`config.mk`:
```
export PLATFORM = sky130hd
export DESIGN_NAME = cgm_monitor
export DESIGN_NICKNAME = d
export VERILOG_FILES = /design/src/core/cgm_pkg.sv /design/src/core/cgm_monitor.sv
export VERILOG_INCLUDE_DIRS = /design/src /design/src/core
export SDC_FILE = /design/constraint.sdc
export NUM_CORES = 2
export LEC_CHECK = 0
export ABC_AREA = 1
export BUFFER_PORTS_ARGS = -buffer_cell sky130_fd_sc_hd__buf_2
export CORE_MARGIN = 2
export CORE_UTILIZATION = 35
export CTS_CLUSTER_DIAMETER = 50
export CTS_CLUSTER_SIZE = 25
export DETAILED_ROUTE_END_ITERATION = 12
export GPL_TIMING_DRIVEN = 0
export HOLD_SLACK_MARGIN = 0.03
export PLACE_DENSITY_LB_ADDON = 0.12
export SKIP_CTS_REPAIR_TIMING = 1
export SYNTH_ARGS = -nofsm -noshare
export SYNTH_HDL_FRONTEND = slang
export SYNTH_SLANG_ARGS = --single-unit
```
`constraint.sdc`:
```
create_clock -name clk_in -period 23.6 [get_ports clk_in]
set_input_delay 4.72 -clock clk_in [delete_from_list [all_inputs] [get_ports clk_in]]
set_output_delay 4.72 -clock clk_in [all_outputs]
set_load 0.005 [all_outputs]
```
`src/core/cgm_consts.svh`:
```
// Purpose: Constants of the channel gain and overload monitor
// Assumes: Word addresses, 16-bit register data
// Notes: Channel registers sit at base plus eight words per channel
`ifndef CGM_CONSTS_SVH
`define CGM_CONSTS_SVH
// Register word addresses
`define CGM_REG_CTRL 8'h00
`define CGM_REG_STATUS 8'h01
`define CGM_CH_BASE 8'h10
// Channel field offsets
`define CGM_CH_GAIN 3'h0
`define CGM_CH_EXC 3'h1
`define CGM_CH_SENSOR_SENSITIVITY 3'h2
`define CGM_CH_FULL_SCALE_INPUT_VALUE 3'h3
`define CGM_CH_LEVEL 3'h4
`define CGM_CH_NORM 3'h5
`define CGM_CH_STAT 3'h6
// Field positions
`define CGM_CTRL_SAVE 2
`define CGM_CTRL_DEFAULT 3
`define CGM_EXC_ON_BIT 8
// Factory defaults and top gain for scaling
`define CGM_DEF_GAIN 8'h01
`define CGM_DEF_EXC 8'h28
`define CGM_DEF_EXC_ON 1'b1
`define CGM_DEF_SENSOR_SENSITIVITY 16'h0064
`define CGM_DEF_FULL_SCALE_INPUT_VALUE 16'h000a
`define CGM_DEF_LEVEL 1'b0
`define CGM_GAIN_TOP 8'hff
// Excitation ceiling in 0.1 mA steps, 20 mA
`define CGM_EXC_MAX 8'hc8
// Bias window in mV, 2.0 V and 22 V
`define CGM_SHORT_MV 16'h07d0
`define CGM_OPEN_MV 16'h55f0
// Output level in mV per unit, 1 V and 5 V
`define CGM_LEVEL_1V 16'h03e8
`define CGM_LEVEL_5V 16'h1388
// Timing
`define CGM_CLK_HZ 125000000
`define CGM_BAUD 19200
`define CGM_SETTLE_MS 100
// Line characters
`define CGM_CHR_CR 8'h0d
`define CGM_CHR_LF 8'h0a
`define CGM_CHR_RD 8'h52
`define CGM_CHR_WR 8'h57
`endif

```
`src/core/cgm_pkg.sv`:
```
// Purpose: Types of the channel gain and overload monitor
// Assumes: Nothing
// Notes: One-hot scaling states
package cgm_pkg;
    typedef enum logic [3:0] {
        AS_IDLE = 4'b0001,
        AS_MAX = 4'b0010,
        AS_SETTLE = 4'b0100,
        AS_CHECK = 4'b1000
    } cgm_as_state_t;
    typedef enum logic [1:0] {
        MODE_OFF = 2'h0,
        MODE_ON = 2'h1,
        MODE_SINGLE = 2'h2
    } cgm_scale_mode_t;
    typedef struct packed {
        logic [15:0] full_scale_input_value;
        logic [15:0] sensor_sensitivity;
        logic [7:0] gain;
        logic [7:0] exc_level;
        logic exc_on;
        logic full_scale_output_level;
    } cgm_chan_t;
endpackage

```
`src/core/cgm_monitor.sv`:
```
// Purpose: Channel gain, excitation, fault and overload control with serial access
// Assumes: Bias readings arrive in mV on clk_in; comparators and serial are async
// Notes: Serial lines use the register port in its idle cycles
// How it works
// - Excitation current settable per channel, capped at 20 mA.
// - Excitation reaches the input only while the channel's switch is on.
// - Short and open faults detected per channel; either lights the fault lamp.
// - Bias below 2.0 V is short, above 22 V is open.
// - Normalised gain is output level over sensitivity times full-scale input.
// - Output level selectable as 1 V or 5 V per unit.
// - Error flag when the needed gain is too large or too small.
// - Gains and settings kept in non-volatile store, saved at power-down.
// - Scaling start sets every channel to maximum gain.
// - While scaling, overloaded channels step their gain down until none overload.
// - Scaling modes off, on, and single-shot that switches itself off.
// - Gains and overload status readable by the host after scaling.
// - Comparator output idles high and goes low on overload.
// - Low comparator output lights overload lamp and sets the channel latch.
// - Overload latch holds until the host reads the overload status.
// - At power-up every stored setting is restored.
// - Factory reset overwrites the stored configuration with defaults.
// - Serial link 19200 baud, 8 data bits, no parity, one stop bit.
// - Serial lines end in carriage return then line feed.
// - Every setting reachable over the serial link.
`timescale 1ns/1ps
`include "cgm_consts.svh"
module cgm_monitor
    import cgm_pkg::*;
#(
    parameter int NCH = 4,
    parameter int GAIN_MIN = 1,
    parameter int GAIN_MAX = 255,
    parameter int BIT_CYCLES = `CGM_CLK_HZ / `CGM_BAUD,
    parameter int SETTLE_CYCLES = (`CGM_CLK_HZ / 1000) * `CGM_SETTLE_MS
) (
    input wire logic clk_in,
    input wire logic reset_in,
    input wire logic [7:0] addr_in,
    input wire logic [15:0] wdata_in,
    input wire logic wr_in,
    input wire logic rd_in,
    output logic [15:0] rdata_out,
    input wire logic [NCH*16-1:0] bias_mv_in,
    input wire logic [NCH-1:0] ovl_cmp_n_in,
    input wire logic power_down_in,
    input wire logic factory_reset_in,
    input wire logic rx_in,
    output logic tx_out,
    output logic [NCH*8-1:0] gain_out,
    output logic [NCH*8-1:0] exc_level_out,
    output logic [NCH-1:0] exc_on_out,
    output logic [NCH-1:0] fault_led_out,
    output logic [NCH-1:0] ovl_led_out,
    output logic scaling_active_out
);
    localparam int CW = (NCH > 1) ? $clog2(NCH) : 1;
    localparam cgm_chan_t CH_DEF = {`CGM_DEF_FULL_SCALE_INPUT_VALUE, `CGM_DEF_SENSOR_SENSITIVITY, `CGM_DEF_GAIN,
                                    `CGM_DEF_EXC, `CGM_DEF_EXC_ON, `CGM_DEF_LEVEL};

    function automatic logic [7:0] cgm_hex_chr(input logic [3:0] n);
        cgm_hex_chr = (n < 4'ha) ? {4'h3, n} : 8'(8'h37 + {4'h0, n});
    endfunction

    cgm_chan_t ch [NCH];
    cgm_chan_t nv [NCH];
    logic [15:0] norm [NCH];
    logic [NCH-1:0] gerr, short_f, open_f, ovl_latch, seen;
    logic [NCH+2:0] sync1, sync2;
    logic pd_d, fr_d, restore_pend;
    bit nv_ok;
    cgm_scale_mode_t mode;
    cgm_as_state_t as_state;
    logic [31:0] as_cnt;

    // Input synchronisers, reset to idle pin levels so no false edge follows reset
    localparam logic [NCH+2:0] SYNC_IDLE = {1'b1, 2'b00, {NCH{1'b1}}};
    always_ff @(posedge clk_in or posedge reset_in) begin
        if (reset_in) begin
            sync1 <= SYNC_IDLE;
            sync2 <= SYNC_IDLE;
            pd_d <= 1'b0;
            fr_d <= 1'b0;
        end else begin
            sync1 <= {rx_in, factory_reset_in, power_down_in, ovl_cmp_n_in};
            sync2 <= sync1;
            pd_d <= sync2[NCH];
            fr_d <= sync2[NCH+1];
        end
    end
    wire rx_s = sync2[NCH+2];
    wire [NCH-1:0] ovl_now = ~sync2[NCH-1:0];
    wire pd_rise = sync2[NCH] & ~pd_d;
    wire fr_rise = sync2[NCH+1] & ~fr_d;

    // Serial receiver, 8N1
    logic [3:0] rx_bit;
    logic [15:0] rx_cnt;
    logic [7:0] rx_sh;
    logic rx_stb;
    always_ff @(posedge clk_in or posedge reset_in) begin
        if (reset_in) begin
            rx_bit <= 4'h0;
            rx_cnt <= 16'h0000;
            rx_sh <= 8'h00;
            rx_stb <= 1'b0;
        end else begin
            rx_stb <= 1'b0;
            if (rx_bit == 4'h0) begin
                if (!rx_s) begin
                    rx_bit <= 4'h1;
                    rx_cnt <= 16'(BIT_CYCLES / 2);
                end
            end else if (rx_cnt != 16'h0000) begin
                rx_cnt <= rx_cnt - 16'h0001;
            end else begin
                rx_cnt <= 16'(BIT_CYCLES - 1);
                if (rx_bit == 4'h1) begin
                    rx_bit <= rx_s ? 4'h0 : 4'h2;
                end else if (rx_bit == 4'ha) begin
                    rx_stb <= rx_s;
                    rx_bit <= 4'h0;
                end else begin
                    rx_sh <= {rx_s, rx_sh[7:1]};
                    rx_bit <= rx_bit + 4'h1;
                end
            end
        end
    end

    // Line parser: R aa or W aa dddd, then CR LF
    logic [7:0] p_cmd;
    logic [23:0] p_acc;
    logic p_cr, ser_pend, s_wr;
    logic [7:0] s_addr;
    logic [15:0] s_data;
    logic [2:0] tx_chars;
    logic [3:0] tx_bit;
    wire tx_idle = (tx_bit == 4'h0) && (tx_chars == 3'h0);
    wire hex_dig = (rx_sh >= 8'h30) && (rx_sh <= 8'h39);
    wire hex_let = ((rx_sh >= 8'h41) && (rx_sh <= 8'h46)) || ((rx_sh >= 8'h61) && (rx_sh <= 8'h66));
    wire [3:0] hex_val = hex_dig ? rx_sh[3:0] : 4'(rx_sh[3:0] + 4'h9);
    wire ser_go = ser_pend && !wr_in && !rd_in;
    always_ff @(posedge clk_in or posedge reset_in) begin
        if (reset_in) begin
            p_cmd <= 8'h00;
            p_acc <= 24'h000000;
            p_cr <= 1'b0;
            ser_pend <= 1'b0;
            s_wr <= 1'b0;
            s_addr <= 8'h00;
            s_data <= 16'h0000;
        end else begin
            if (ser_go) ser_pend <= 1'b0;
            if (rx_stb) begin
                p_cr <= (rx_sh == `CGM_CHR_CR);
                if (rx_sh == `CGM_CHR_RD || rx_sh == `CGM_CHR_WR) begin
                    p_cmd <= rx_sh;
                    p_acc <= 24'h000000;
                end else if (hex_dig || hex_let) begin
                    p_acc <= {p_acc[19:0], hex_val};
                end else if (rx_sh == `CGM_CHR_LF && p_cr && p_cmd != 8'h00 && !ser_pend
                             && tx_idle) begin
                    ser_pend <= 1'b1;
                    s_wr <= (p_cmd == `CGM_CHR_WR);
                    s_addr <= (p_cmd == `CGM_CHR_WR) ? p_acc[23:16] : p_acc[7:0];
                    s_data <= p_acc[15:0];
                    p_cmd <= 8'h00;
                end
            end
        end
    end

    // Shared register access, port first, serial in idle cycles
    wire [7:0] eff_addr = ser_go ? s_addr : addr_in;
    wire [15:0] eff_wdata = ser_go ? s_data : wdata_in;
    wire eff_wr = wr_in | (ser_go & s_wr);
    wire eff_rd = rd_in | (ser_go & ~s_wr);
    wire [4:0] ch_idx = 5'(eff_addr[7:3] - 5'h02);
    wire ch_ok = (eff_addr >= `CGM_CH_BASE) && (ch_idx < 5'(NCH));
    wire [CW-1:0] ch_sel = ch_idx[CW-1:0];
    wire [2:0] fld = eff_addr[2:0];
    wire ctrl_wr = eff_wr && (eff_addr == `CGM_REG_CTRL);
    wire fld_wr = eff_wr && ch_ok;
    wire save_go = (ctrl_wr && eff_wdata[`CGM_CTRL_SAVE]) || pd_rise;
    wire dflt_go = (ctrl_wr && eff_wdata[`CGM_CTRL_DEFAULT]) || fr_rise;
    wire rd_status = eff_rd && (eff_addr == `CGM_REG_STATUS);
    wire rd_chstat = eff_rd && ch_ok && (fld == `CGM_CH_STAT);
    cgm_chan_t sel_c;
    assign sel_c = ch[ch_sel];
    wire [7:0] exc_clamp = (eff_wdata[7:0] > `CGM_EXC_MAX) ? `CGM_EXC_MAX : eff_wdata[7:0];
    wire [15:0] ch_val =
        (fld == `CGM_CH_GAIN) ? {8'h00, sel_c.gain} :
        (fld == `CGM_CH_EXC) ? {7'h00, sel_c.exc_on, sel_c.exc_level} :
        (fld == `CGM_CH_SENSOR_SENSITIVITY) ? sel_c.sensor_sensitivity :
        (fld == `CGM_CH_FULL_SCALE_INPUT_VALUE) ? sel_c.full_scale_input_value :
        (fld == `CGM_CH_LEVEL) ? {15'h0000, sel_c.full_scale_output_level} :
        (fld == `CGM_CH_NORM) ? norm[ch_sel] :
        (fld == `CGM_CH_STAT) ? {12'h000, gerr[ch_sel], open_f[ch_sel], short_f[ch_sel],
                                 ovl_latch[ch_sel]} : 16'h0000;
    wire [15:0] status_val = {as_state != AS_IDLE, 15'(ovl_latch)};
    wire [15:0] rd_val = (eff_addr == `CGM_REG_CTRL) ? {14'h0000, mode} :
                         (eff_addr == `CGM_REG_STATUS) ? status_val :
                         ch_ok ? ch_val : 16'h0000;

    always_ff @(posedge clk_in or posedge reset_in) begin
        if (reset_in) rdata_out <= 16'h0000;
        else rdata_out <= rd_in ? rd_val : 16'h0000;
    end

    // Serial transmitter, answers end with CR LF
    logic [47:0] tx_buf;
    logic [9:0] tx_shift;
    logic [15:0] tx_cnt;
    always_ff @(posedge clk_in or posedge reset_in) begin
        if (reset_in) begin
            tx_buf <= 48'h000000000000;
            tx_chars <= 3'h0;
            tx_bit <= 4'h0;
            tx_shift <= 10'h3ff;
            tx_cnt <= 16'h0000;
            tx_out <= 1'b1;
        end else begin
            tx_out <= (tx_bit != 4'h0) ? tx_shift[0] : 1'b1;
            if (ser_go) begin
                tx_chars <= s_wr ? 3'h2 : 3'h6;
                tx_buf <= s_wr ? {`CGM_CHR_CR, `CGM_CHR_LF, 32'h00000000} :
                          {cgm_hex_chr(rd_val[15:12]), cgm_hex_chr(rd_val[11:8]),
                           cgm_hex_chr(rd_val[7:4]), cgm_hex_chr(rd_val[3:0]),
                           `CGM_CHR_CR, `CGM_CHR_LF};
            end else if (tx_bit == 4'h0 && tx_chars != 3'h0) begin
                tx_shift <= {1'b1, tx_buf[47:40], 1'b0};
                tx_buf <= {tx_buf[39:0], 8'h00};
                tx_chars <= tx_chars - 3'h1;
                tx_bit <= 4'ha;
                tx_cnt <= 16'(BIT_CYCLES - 1);
            end else if (tx_bit != 4'h0) begin
                if (tx_cnt == 16'h0000) begin
                    tx_shift <= {1'b1, tx_shift[9:1]};
                    tx_bit <= tx_bit - 4'h1;
                    tx_cnt <= 16'(BIT_CYCLES - 1);
                end else begin
                    tx_cnt <= tx_cnt - 16'h0001;
                end
            end
        end
    end

    // Fault window and overload latch
    logic [NCH-1:0] short_w, open_w, ovl_clr;
    for (genvar g = 0; g < NCH; g++) begin : g_win
        assign short_w[g] = bias_mv_in[g*16 +: 16] < `CGM_SHORT_MV;
        assign open_w[g] = bias_mv_in[g*16 +: 16] > `CGM_OPEN_MV;
        assign ovl_clr[g] = rd_status || (rd_chstat && ch_sel == CW'(g));
    end
    always_ff @(posedge clk_in or posedge reset_in) begin
        if (reset_in) begin
            short_f <= '0;
            open_f <= '0;
            ovl_latch <= '0;
        end else begin
            short_f <= short_w;
            open_f <= open_w;
            ovl_latch <= (ovl_latch & ~ovl_clr) | ovl_now;
        end
    end

    // Automatic gain scaling
    wire as_run = (mode == MODE_ON) || (mode == MODE_SINGLE);
    wire single_done = (as_state == AS_CHECK) && (seen == '0) && (mode == MODE_SINGLE);
    always_ff @(posedge clk_in or posedge reset_in) begin
        if (reset_in) begin
            mode <= MODE_OFF;
        end else if (ctrl_wr) begin
            mode <= cgm_scale_mode_t'(eff_wdata[1:0]);
        end else if (single_done || dflt_go) begin
            mode <= MODE_OFF;
        end
    end
    always_ff @(posedge clk_in or posedge reset_in) begin
        if (reset_in) begin
            as_state <= AS_IDLE;
            as_cnt <= 32'h00000000;
            seen <= '0;
        end else begin
            case (as_state)
                AS_IDLE: if (as_run) as_state <= AS_MAX;
                AS_MAX: begin
                    as_cnt <= 32'(SETTLE_CYCLES - 1);
                    seen <= '0;
                    as_state <= AS_SETTLE;
                end
                AS_SETTLE: begin
                    seen <= seen | ovl_now;
                    if (!as_run) as_state <= AS_IDLE;
                    else if (as_cnt == 32'h00000000) as_state <= AS_CHECK;
                    else as_cnt <= as_cnt - 32'h00000001;
                end
                AS_CHECK: begin
                    as_cnt <= 32'(SETTLE_CYCLES - 1);
                    seen <= '0;
                    as_state <= (single_done || !as_run) ? AS_IDLE : AS_SETTLE;
                end
                default: as_state <= AS_IDLE;
            endcase
        end
    end

    // Channel settings, live copy
    always_ff @(posedge clk_in or posedge reset_in) begin
        if (reset_in) begin
            for (int i = 0; i < NCH; i++) ch[i] <= CH_DEF;
        end else if (restore_pend && nv_ok) begin
            ch <= nv;
        end else begin
            for (int i = 0; i < NCH; i++) begin
                if (dflt_go) begin
                    ch[i] <= CH_DEF;
                end else begin
                    if (as_state == AS_MAX) ch[i].gain <= `CGM_GAIN_TOP;
                    else if (as_state == AS_CHECK && seen[i] && ch[i].gain != 8'h00)
                        ch[i].gain <= ch[i].gain - 8'h01;
                    else if (fld_wr && ch_sel == CW'(i) && fld == `CGM_CH_GAIN)
                        ch[i].gain <= eff_wdata[7:0];
                    if (fld_wr && ch_sel == CW'(i)) begin
                        if (fld == `CGM_CH_EXC) begin
                            ch[i].exc_level <= exc_clamp;
                            ch[i].exc_on <= eff_wdata[`CGM_EXC_ON_BIT];
                        end
                        if (fld == `CGM_CH_SENSOR_SENSITIVITY) ch[i].sensor_sensitivity <= eff_wdata;
                        if (fld == `CGM_CH_FULL_SCALE_INPUT_VALUE) ch[i].full_scale_input_value <= eff_wdata;
                        if (fld == `CGM_CH_LEVEL) ch[i].full_scale_output_level <= eff_wdata[0];
                    end
                end
            end
        end
    end

    // Non-volatile copy, kept across reset
    always_ff @(posedge clk_in) begin
        if (dflt_go) for (int i = 0; i < NCH; i++) nv[i] <= CH_DEF;
        else if (save_go) nv <= ch;
    end
    // Blank store keeps factory values at first power-up
    always_ff @(posedge clk_in) begin
        if (dflt_go || save_go) nv_ok <= 1'b1;
    end
    always_ff @(posedge clk_in or posedge reset_in) begin
        if (reset_in) restore_pend <= 1'b1;
        else restore_pend <= 1'b0;
    end

    // Normalised gain, shared restoring divider
    logic [CW-1:0] dv_ch;
    logic [5:0] dv_step;
    logic [31:0] dv_rem, dv_quo, dv_den;
    cgm_chan_t dv_c;
    assign dv_c = ch[dv_ch];
    wire [31:0] dv_prod = dv_c.sensor_sensitivity * dv_c.full_scale_input_value;
    wire [15:0] dv_num = dv_c.full_scale_output_level ? `CGM_LEVEL_5V : `CGM_LEVEL_1V;
    wire [32:0] dv_trial = {dv_rem, dv_quo[31]} - {1'b0, dv_den};
    wire dv_bad = (dv_den == 32'h00000000) || (dv_quo > 32'(GAIN_MAX))
                  || (dv_quo < 32'(GAIN_MIN));
    always_ff @(posedge clk_in or posedge reset_in) begin
        if (reset_in) begin
            dv_ch <= '0;
            dv_step <= 6'h00;
            dv_rem <= 32'h00000000;
            dv_quo <= 32'h00000000;
            dv_den <= 32'h00000000;
            gerr <= '0;
            for (int i = 0; i < NCH; i++) norm[i] <= 16'h0000;
        end else if (dv_step == 6'h00) begin
            dv_rem <= 32'h00000000;
            dv_quo <= {16'h0000, dv_num};
            dv_den <= dv_prod;
            dv_step <= 6'h01;
        end else if (dv_step == 6'h21) begin
            norm[dv_ch] <= (dv_quo > 32'h0000ffff) ? 16'hffff : dv_quo[15:0];
            gerr[dv_ch] <= dv_bad;
            dv_ch <= (dv_ch == CW'(NCH - 1)) ? '0 : CW'(dv_ch + 1'b1);
            dv_step <= 6'h00;
        end else begin
            dv_rem <= dv_trial[32] ? {dv_rem[30:0], dv_quo[31]} : dv_trial[31:0];
            dv_quo <= {dv_quo[30:0], ~dv_trial[32]};
            dv_step <= dv_step + 6'h01;
        end
    end

    // Registered outputs
    always_ff @(posedge clk_in or posedge reset_in) begin
        if (reset_in) begin
            gain_out <= '0;
            exc_level_out <= '0;
            exc_on_out <= '0;
            fault_led_out <= '0;
            ovl_led_out <= '0;
            scaling_active_out <= 1'b0;
        end else begin
            for (int i = 0; i < NCH; i++) begin
                gain_out[i*8 +: 8] <= ch[i].gain;
                exc_level_out[i*8 +: 8] <= ch[i].exc_on ? ch[i].exc_level : 8'h00;
                exc_on_out[i] <= ch[i].exc_on;
            end
            fault_led_out <= short_w | open_w;
            ovl_led_out <= ovl_now;
            scaling_active_out <= (as_state != AS_IDLE);
        end
    end

    for (genvar g = 0; g < NCH; g++) begin : g_chk

    end
endmodule // cgm_monitor

```
Word-level counts from Yosys, hierarchy flattened:

Cells that the tools add are included.

* logic and storage cells: 466
* bits in read-only memories: 0
* input port bits: 99
* bits in registers: 906
* RAM bits: 0
* output and inout bits: 94
* memories: 0
* latch bits: 0

* shift operators: 0
* multiplexer cells: 136
* reduce and logical (&&, ||, !) cells: 126
* add/sub/neg operators: 19
* equal/unequal tests: 34
* div/mod/pow operators: 0
* bitwise gates (word level): 26
* multipliers: 1
* $lt $le $gt $ge: 30

Operators with widths (number)
* two-way mux 50 bit: 8
* two-way mux 16 bit: 23
* two-way mux 32 bit: 11
* binary-select mux 50 bit (select 2 bit): 2
* two-way mux 200 bit: 1
* two-way mux 8 bit: 22
* two-way mux 48 bit: 2
* two-way mux 10 bit: 7
* bitwise mux 64 bit: 1
* > comparator 16 x 15 -> 1 bit (second input constant): 4
* logical NOT 32 bit: 2
* less-than comparator 16 x 11 -> 1 bit (second input constant): 4
* case mux 32 bit (2 select lines): 1
* two-way mux 4 bit: 13
* two-way mux 24 bit: 2
* two-way mux 47 bit: 1
* logical AND 1 bit: 43
* AND reduction 2 bit: 21
* nonzero test 8 bit: 5
* subtractor 33 x 32 -> 33 bit: 1
* binary-select mux 16 bit (select 2 bit): 1
* demux 16 bit (select 2 bit): 1
* > comparator 32 x 16 -> 1 bit (second input constant): 1
* > comparator 32 x 8 -> 1 bit (second input constant): 1
* 76 further kinds: 194

Logic depth before layout (Yosys ltp):

* depth in word-level cells: 22
* depth in mapped cells: 34
* depth with buffers taken out: 32

Least setup slack after synthesis:

Ideal clock, no wire load.

* path type: input -> register
* start: input port rd_in
* end: register ch[49] (netlist name)
* setup time: 0.147 ns
* required time: 23.453 ns
* path buffers: 4
* stages: 23
* arrival time: 7.313 ns
* path slack: 16.140 ns
* cell sequence: nor2_4 -> nand2_4 -> buf_6 -> nand2_1 -> nand2_2 -> inv_2 -> buf_1 -> ha_1 -> nand2_1 -> nor2_2 -> nand3_4 -> nor2_4 -> inv_2 -> nand2_2 -> nand2_4 -> nand2_8 -> inv_4 -> buf_6 -> o21ai_4 -> inv_2 -> nor2_4 -> buf_2 -> a31oi_1

* longest elaborated chain between the ends: 10
* elaborated cells on any way between the ends: 25
* classes of those cells: 1 x add/sub; 2 x order compare; 2 x eq/ne; 6 x mux; 2 x bitwise; 12 x reduce/logical

Ends and longest elaborated chain
* from (decl): RTL line cgm_monitor.sv:41 `input wire logic rd_in,`
* logical NOT 1 bit (*): RTL line cgm_monitor.sv:142 `wire ser_go = ser_pend && !wr_in && !rd_in;`
* logical AND 1 bit (*): RTL line cgm_monitor.sv:142
* two-way mux 8 bit: RTL line cgm_monitor.sv:174 `wire [7:0] eff_addr = ser_go ? s_addr : addr_in;`
* subtractor 5 x 2 -> 5 bit: RTL line cgm_monitor.sv:178 `wire [4:0] ch_idx = 5'(eff_addr[7:3] - 5'h02);`
* less-than comparator 5 x 3 -> 1 bit: RTL line cgm_monitor.sv:179 `` wire ch_ok = (eff_addr >= `CGM_CH_BASE) && (ch_idx < 5'(NCH)); ``
* logical AND 1 bit: RTL line cgm_monitor.sv:179
* logical AND 1 bit: RTL line cgm_monitor.sv:183 `wire fld_wr = eff_wr && ch_ok;`
* logical AND 1 bit: RTL line cgm_monitor.sv:324 `if (fld_wr && ch_sel == CW'(i)) begin`
* nonzero test 3 bit (no source line)
* AND reduction 2 bit (no source line)
* to (signal assigned): RTL line cgm_monitor.sv:313 `ch <= nv;`
* to (decl): RTL line cgm_monitor.sv:64 `cgm_chan_t ch [NCH];`

Every way passes the cells marked *; elsewhere a longest branch is shown, timed or not. The select of a mux whose other input is x is not followed.
A chain may end at the register's enable or synchronous reset.

Worst setup path in the final report:

* start: register dv_ch[0]
* end: register dv_den[27]

* longest elaborated chain between the ends: 5

Ends and longest elaborated chain
* from (decl): RTL line cgm_monitor.sv:353 `logic [CW-1:0] dv_ch;`
* from (signal assigned): RTL line cgm_monitor.sv:380 `dv_ch <= (dv_ch == CW'(NCH - 1)) ? '0 : CW'(dv_ch + 1'b1);`
* NOT 2 -> 3 bit (implied by the code): RTL line cgm_monitor.sv:357 `assign dv_c = ch[dv_ch];`
* binary-select mux 50 bit (select 2 bit): RTL line cgm_monitor.sv:357
* two-way mux 50 bit (implied by the code) (2 in series): RTL line cgm_monitor.sv:357
* multiplier 16 x 16 -> 32 bit: RTL line cgm_monitor.sv:358 `wire [31:0] dv_prod = dv_c.sensor_sensitivity * dv_c.full_scale_input_value;`
* to (signal assigned): RTL line cgm_monitor.sv:375 `dv_den <= dv_prod;`
* to (decl): RTL line cgm_monitor.sv:355 `logic [31:0] dv_rem, dv_quo, dv_den;`

Every way passes these cells. The select of a mux whose other input is x is not followed.

==> impl_results.html <==
<table>
<tr><th>Metric</th><th>Value</th></tr>
<tr><th colspan="2">Setup path</th></tr>
<tr><td>Source of the critical timing path</td><td>dv_ch[0]</td></tr>
<tr><td>Max FO, Critical Path</td><td>10</td></tr>
<tr><td>Stages on the worst setup path</td><td>29</td></tr>
<tr><td>Type of origin of the critical path</td><td>register</td></tr>
<tr><td>Critical path buffers and inverters</td><td>8</td></tr>
<tr><td>Worst-path cell with the longest stage delay</td><td>sky130_fd_sc_hd__a32oi_1</td></tr>
<tr><td>Arrival time reported for the critical path endpoint</td><td>~10000 ps</td></tr>
<tr><td>FF-to-FF path depth</td><td>29</td></tr>
<tr><td>Reg-to-reg startpoint</td><td>dv_ch[0]</td></tr>
<tr><td>Crit Path Category</td><td>reg -&gt; reg</td></tr>
<tr><td>Worst reg-to-reg setup slack</td><td>roughly 14000 ps</td></tr>
<tr><td>Reg-to-reg endpoint</td><td>dv_den[27]</td></tr>
<tr><td>Critical path's top delay family</td><td>adder cells</td></tr>
<tr><td>CP Capture Type</td><td>register</td></tr>
<tr><td>Worst EP required</td><td>approximately 24000 ps</td></tr>
<tr><td>Maximum single-stage delay on the critical path</td><td>just under 800 ps</td></tr>
<tr><td>Critical Path End</td><td>dv_den[27]</td></tr>
<tr><th colspan="2">Floorplan</th></tr>
<tr><td>Die X</td><td>roughly 390 um</td></tr>
<tr><td>Area of the die</td><td>approximately 0.15 mm^2</td></tr>
<tr><td>Die height</td><td>a little under 400 um</td></tr>
<tr><td>Ports</td><td>between 150 and 200</td></tr>
<tr><td>Number of rows in the core area</td><td>roughly 140</td></tr>
<tr><td>Placeable core region</td><td>roughly 0.14 mm^2</td></tr>
<tr><td>Starting Density</td><td>35.34%</td></tr>
<tr><th colspan="2">Global route</th></tr>
<tr><td>Global route overflow</td><td>0</td></tr>
<tr><td>Antenna violations before repair</td><td>9</td></tr>
<tr><td>First-pass GRT wire length</td><td>between 200000 and 300000 um</td></tr>
<tr><td>Vias in the first global route</td><td>45120</td></tr>
<tr><td>Largest net degree at the start of global routing</td><td>42</td></tr>
<tr><td>Overall routing resource usage</td><td>between 20 and 30%</td></tr>
<tr><th colspan="2">Synthesis</th></tr>
<tr><td>Main combinational cell family by area after synthesis</td><td>simple AND/OR/NAND/NOR gates</td></tr>
<tr><td>Synthesized net count</td><td>slightly below 7000</td></tr>
<tr><td>Synthesized-area fraction occupied by xor and xnor cells</td><td>1.341%</td></tr>
<tr><td>Cell variety after synth</td><td>73</td></tr>
<tr><td>Fraction of the mapped netlist area in simple logic gates</td><td>around 20%</td></tr>
<tr><td>Part of the Yosys area used for sequential elements</td><td>between 40% and 50%</td></tr>
<tr><td>Complex-gate fraction of the synthesized area</td><td>around 16%</td></tr>
<tr><td>Multiplexer share of the synthesized area</td><td>0.1304%</td></tr>
<tr><td>Adder and majority cell fraction of the synthesized area</td><td>about an eighth</td></tr>
<tr><td>Number of synthesized flops with an enable pin</td><td>0</td></tr>
<tr><td>Synth Area per Inst</td><td>a little over 8 um^2</td></tr>
<tr><td>Gate Count Post-Synth</td><td>~6300</td></tr>
<tr><td>#FFs+latches synth</td><td>slightly below 900</td></tr>
<tr><td>Synthesized area</td><td>0.05084 mm^2</td></tr>
<tr><td>Ys flop type</td><td>sky130_fd_sc_hd__dfrtp_1</td></tr>
<tr><td>Yosys warning count</td><td>0</td></tr>
<tr><td>Post-synthesis async set-or-reset flop share</td><td>between 70% and 80%</td></tr>
<tr><th colspan="2">Timing</th></tr>
<tr><td>FMAX</td><td>roughly 100 MHz</td></tr>
<tr><td>Hold slack</td><td>342.4 ps</td></tr>
<tr><td>Final hold violation count</td><td>0</td></tr>
<tr><td>Actual transition at the worst max-transition pin</td><td>about 1600 ps</td></tr>
<tr><td>Worst clock skew</td><td>103.9 ps</td></tr>
<tr><td>Slew HR</td><td>-6.267%</td></tr>
<tr><td>Setup violations, final</td><td>0</td></tr>
<tr><td>Final Max Tran Viols</td><td>9</td></tr>
<tr><td>Minimum clock period after layout</td><td>roughly 10000 ps</td></tr>
<tr><td>Tcrit/Tclk final</td><td>roughly 41%</td></tr>
<tr><td>Setup repair after global routing missed its margin</td><td>no</td></tr>
<tr><td>Setup TNS</td><td>0 ps</td></tr>
<tr><th colspan="2">Clock tree</th></tr>
<tr><td>Clock transition at the register clock pins on the worst setup and hold paths after CTS</td><td>about 70 ps</td></tr>
<tr><td>Total clock sinks</td><td>888</td></tr>
<tr><td>TritonCTS clock tree</td><td>built</td></tr>
<tr><td>Num CTS Buffers</td><td>112</td></tr>
<tr><td>Buffer cell driving the clock tree root</td><td>sky130_fd_sc_hd__clkbuf_16</td></tr>
<tr><td>Number of buffers on the longest clock path</td><td>3</td></tr>
<tr><td>Number of levels the H-tree was split into</td><td>3</td></tr>
<tr><td>Worst skew pair latency</td><td>about 780 ps</td></tr>
<tr><th colspan="2">Layout</th></tr>
<tr><td>Layout net count</td><td>between 7000 and 8000</td></tr>
<tr><td>Fraction of final layout cells with drive strength greater than 1</td><td>between 10% and 20%</td></tr>
<tr><td>Share of the core filled with cells in the final layout</td><td>roughly 41%</td></tr>
<tr><td>Area added between synthesis and finish</td><td>15.82%</td></tr>
<tr><td>Commonest cells after routing, fill and taps aside</td><td>sky130_fd_sc_hd__nand2_1, sky130_fd_sc_hd__nor2_1, sky130_fd_sc_hd__inv_1</td></tr>
<tr><td>Most frequent standard cell in the layout excluding fill and tap cells</td><td>sky130_fd_sc_hd__nand2_1</td></tr>
<tr><td>Design area</td><td>between 0.05 and 0.06 mm^2</td></tr>
<tr><td>Fill cell total of the finished layout</td><td>between 10000 and 15000</td></tr>
<tr><th colspan="2">Run status</th></tr>
<tr><td>Violations in the final reports</td><td>max-slew violations</td></tr>
<tr><td>Result of the run</td><td>finished, violations left</td></tr>
<tr><th colspan="2">Place</th></tr>
<tr><td>Placed cell area</td><td>0.05477 mm^2</td></tr>
<tr><td>HPWL reported at the end of detailed placement</td><td>~150000 um</td></tr>
<tr><td>Weighted congestion at the end of routability-driven global placement</td><td>0.9631</td></tr>
<tr><td>Input/output buffers</td><td>~190</td></tr>
<tr><th colspan="2">Drt</th></tr>
<tr><td>Routed length per placed instance</td><td>23.20 um</td></tr>
<tr><td>Via-per-instance ratio</td><td>approximately 5.4</td></tr>
<tr><td>Via count of the routed design</td><td>about 46000</td></tr>
<tr><td>Count of routing violations after the opening detailed-route iteration</td><td>4665</td></tr>
<tr><td>Initial DRT Pass Iterations</td><td>6</td></tr>
<tr><td>Post-route DRC</td><td>0</td></tr>
<tr><td>Antenna-violating nets left</td><td>0</td></tr>
<tr><td>Total routed wirelength</td><td>200600 um</td></tr>
<tr><th colspan="2">Hold path</th></tr>
<tr><td>Class of the worst hold path</td><td>reg -&gt; reg</td></tr>
<tr><th colspan="2">Flow run</th></tr>
<tr><td>Max Cap Viol</td><td>0</td></tr>
</table>
-- per-layer routing --
layer,track usage (%),part of all wire (%),vias up
li1,-,-,21350
met1,35.67,42,22830
met2,42.93,46,1826
met3,4.480,7.4,442
met4,11.91,5.0,4
met5,0,0.010,-
-- logic make-up (layout without fill, tap and decap cells) --
family / Yosys count / in the layout
AND/OR/NAND/NOR: 2435 / 2435
multiplexers: 6 / 6
other: 1 / 4
AO/OA/AOI/OAI: 1405 / 1405
flip-flops: 888 / 888
adder cells (fa/ha/maj): 364 / 364
buffers and inverters: 1122 / 1565
XOR/XNOR: 77 / 77
-- metrics by stage --
stage	worst slack, ps	instances
4_1_cts	14000	8644
6_report	13820	8647
2_1_floorplan	9513	6298
3_5_place_dp	14010	8431
5_1_grt	13410	8645
3_3_place_gp	4254	8393
-- registers in the layout (all words and copies together), names as in the netlist, 24 cells and up --
name / cells
exc_level_out: 32
dv_den: 32
as_cnt: 32
norm: 64
tx_buf: 31
dv_quo: 32
dv_rem: 32
p_acc: 24
nv: 200
gain_out: 32
ch: 200
-- cells in the mapped netlist (19+ instances only) --
cell type,n,area [um^2]
sky130_fd_sc_hd__nand2_1,1187,4456
sky130_fd_sc_hd__nor2_1,829,3112
sky130_fd_sc_hd__inv_1,804,3018
sky130_fd_sc_hd__dfrtp_1,630,15770
sky130_fd_sc_hd__o21ai_0,561,2808
sky130_fd_sc_hd__a21oi_1,281,1406
sky130_fd_sc_hd__clkbuf_1,206,773.2
sky130_fd_sc_hd__dfxtp_1,200,4004
sky130_fd_sc_hd__a31oi_1,196,1226
sky130_fd_sc_hd__fa_1,195,3904
sky130_fd_sc_hd__ha_1,169,2115
sky130_fd_sc_hd__nand3_1,169,845.8
sky130_fd_sc_hd__o22ai_1,110,688.2
sky130_fd_sc_hd__o211ai_1,66,495.5
sky130_fd_sc_hd__dfstp_2,58,1524
sky130_fd_sc_hd__nor3_1,57,285.3
sky130_fd_sc_hd__or2_2,51,319.1
sky130_fd_sc_hd__xor2_1,48,420.4
sky130_fd_sc_hd__nand4_1,47,294.0
sky130_fd_sc_hd__buf_2,43,215.2
sky130_fd_sc_hd__nor4_1,35,219.0
sky130_fd_sc_hd__a32oi_1,32,280.3
sky130_fd_sc_hd__xnor2_1,28,245.2
sky130_fd_sc_hd__buf_4,26,195.2
sky130_fd_sc_hd__a22oi_1,19,142.6
sky130_fd_sc_hd__o21ai_1,19,95.09
-- area by class of cell --
class / count / area, um^2 / area share (%)
clock inverters: 94 / 1240 / 2.106
multi-input cells: 4288 / 25080 / 42.60
clock buffers: 119 / 2859 / 4.856
repair buffers: 230 / 1543 / 2.620
plain buffers: 300 / 1375 / 2.335
flip-flops and latches: 888 / 21290 / 36.16
diodes: 3 / 7.507 / 0.01275
well taps: 1903 / 2381 / 4.044
inverters: 822 / 3097 / 5.260
-- how the worst min path moves through the flow --
stage | from | to | slack, ps | depth (start not counted)
finish | sync1[5] | sync2[5] | 340 | 0
global route | sync1[0] | sync2[0] | 360 | 0
CTS | sync1[5] | sync2[5] | 340 | 0
detailed placement | sync1[4] | sync2[4] | 330 | 0
global placement | sync1[4] | sync2[4] | 340 | 0
floorplan | sync1[4] | sync2[4] | 330 | 0
Power is left out: the tool's default activity adds up to more than one toggle a clock period on the data nets, which glitch-free logic cannot reach.
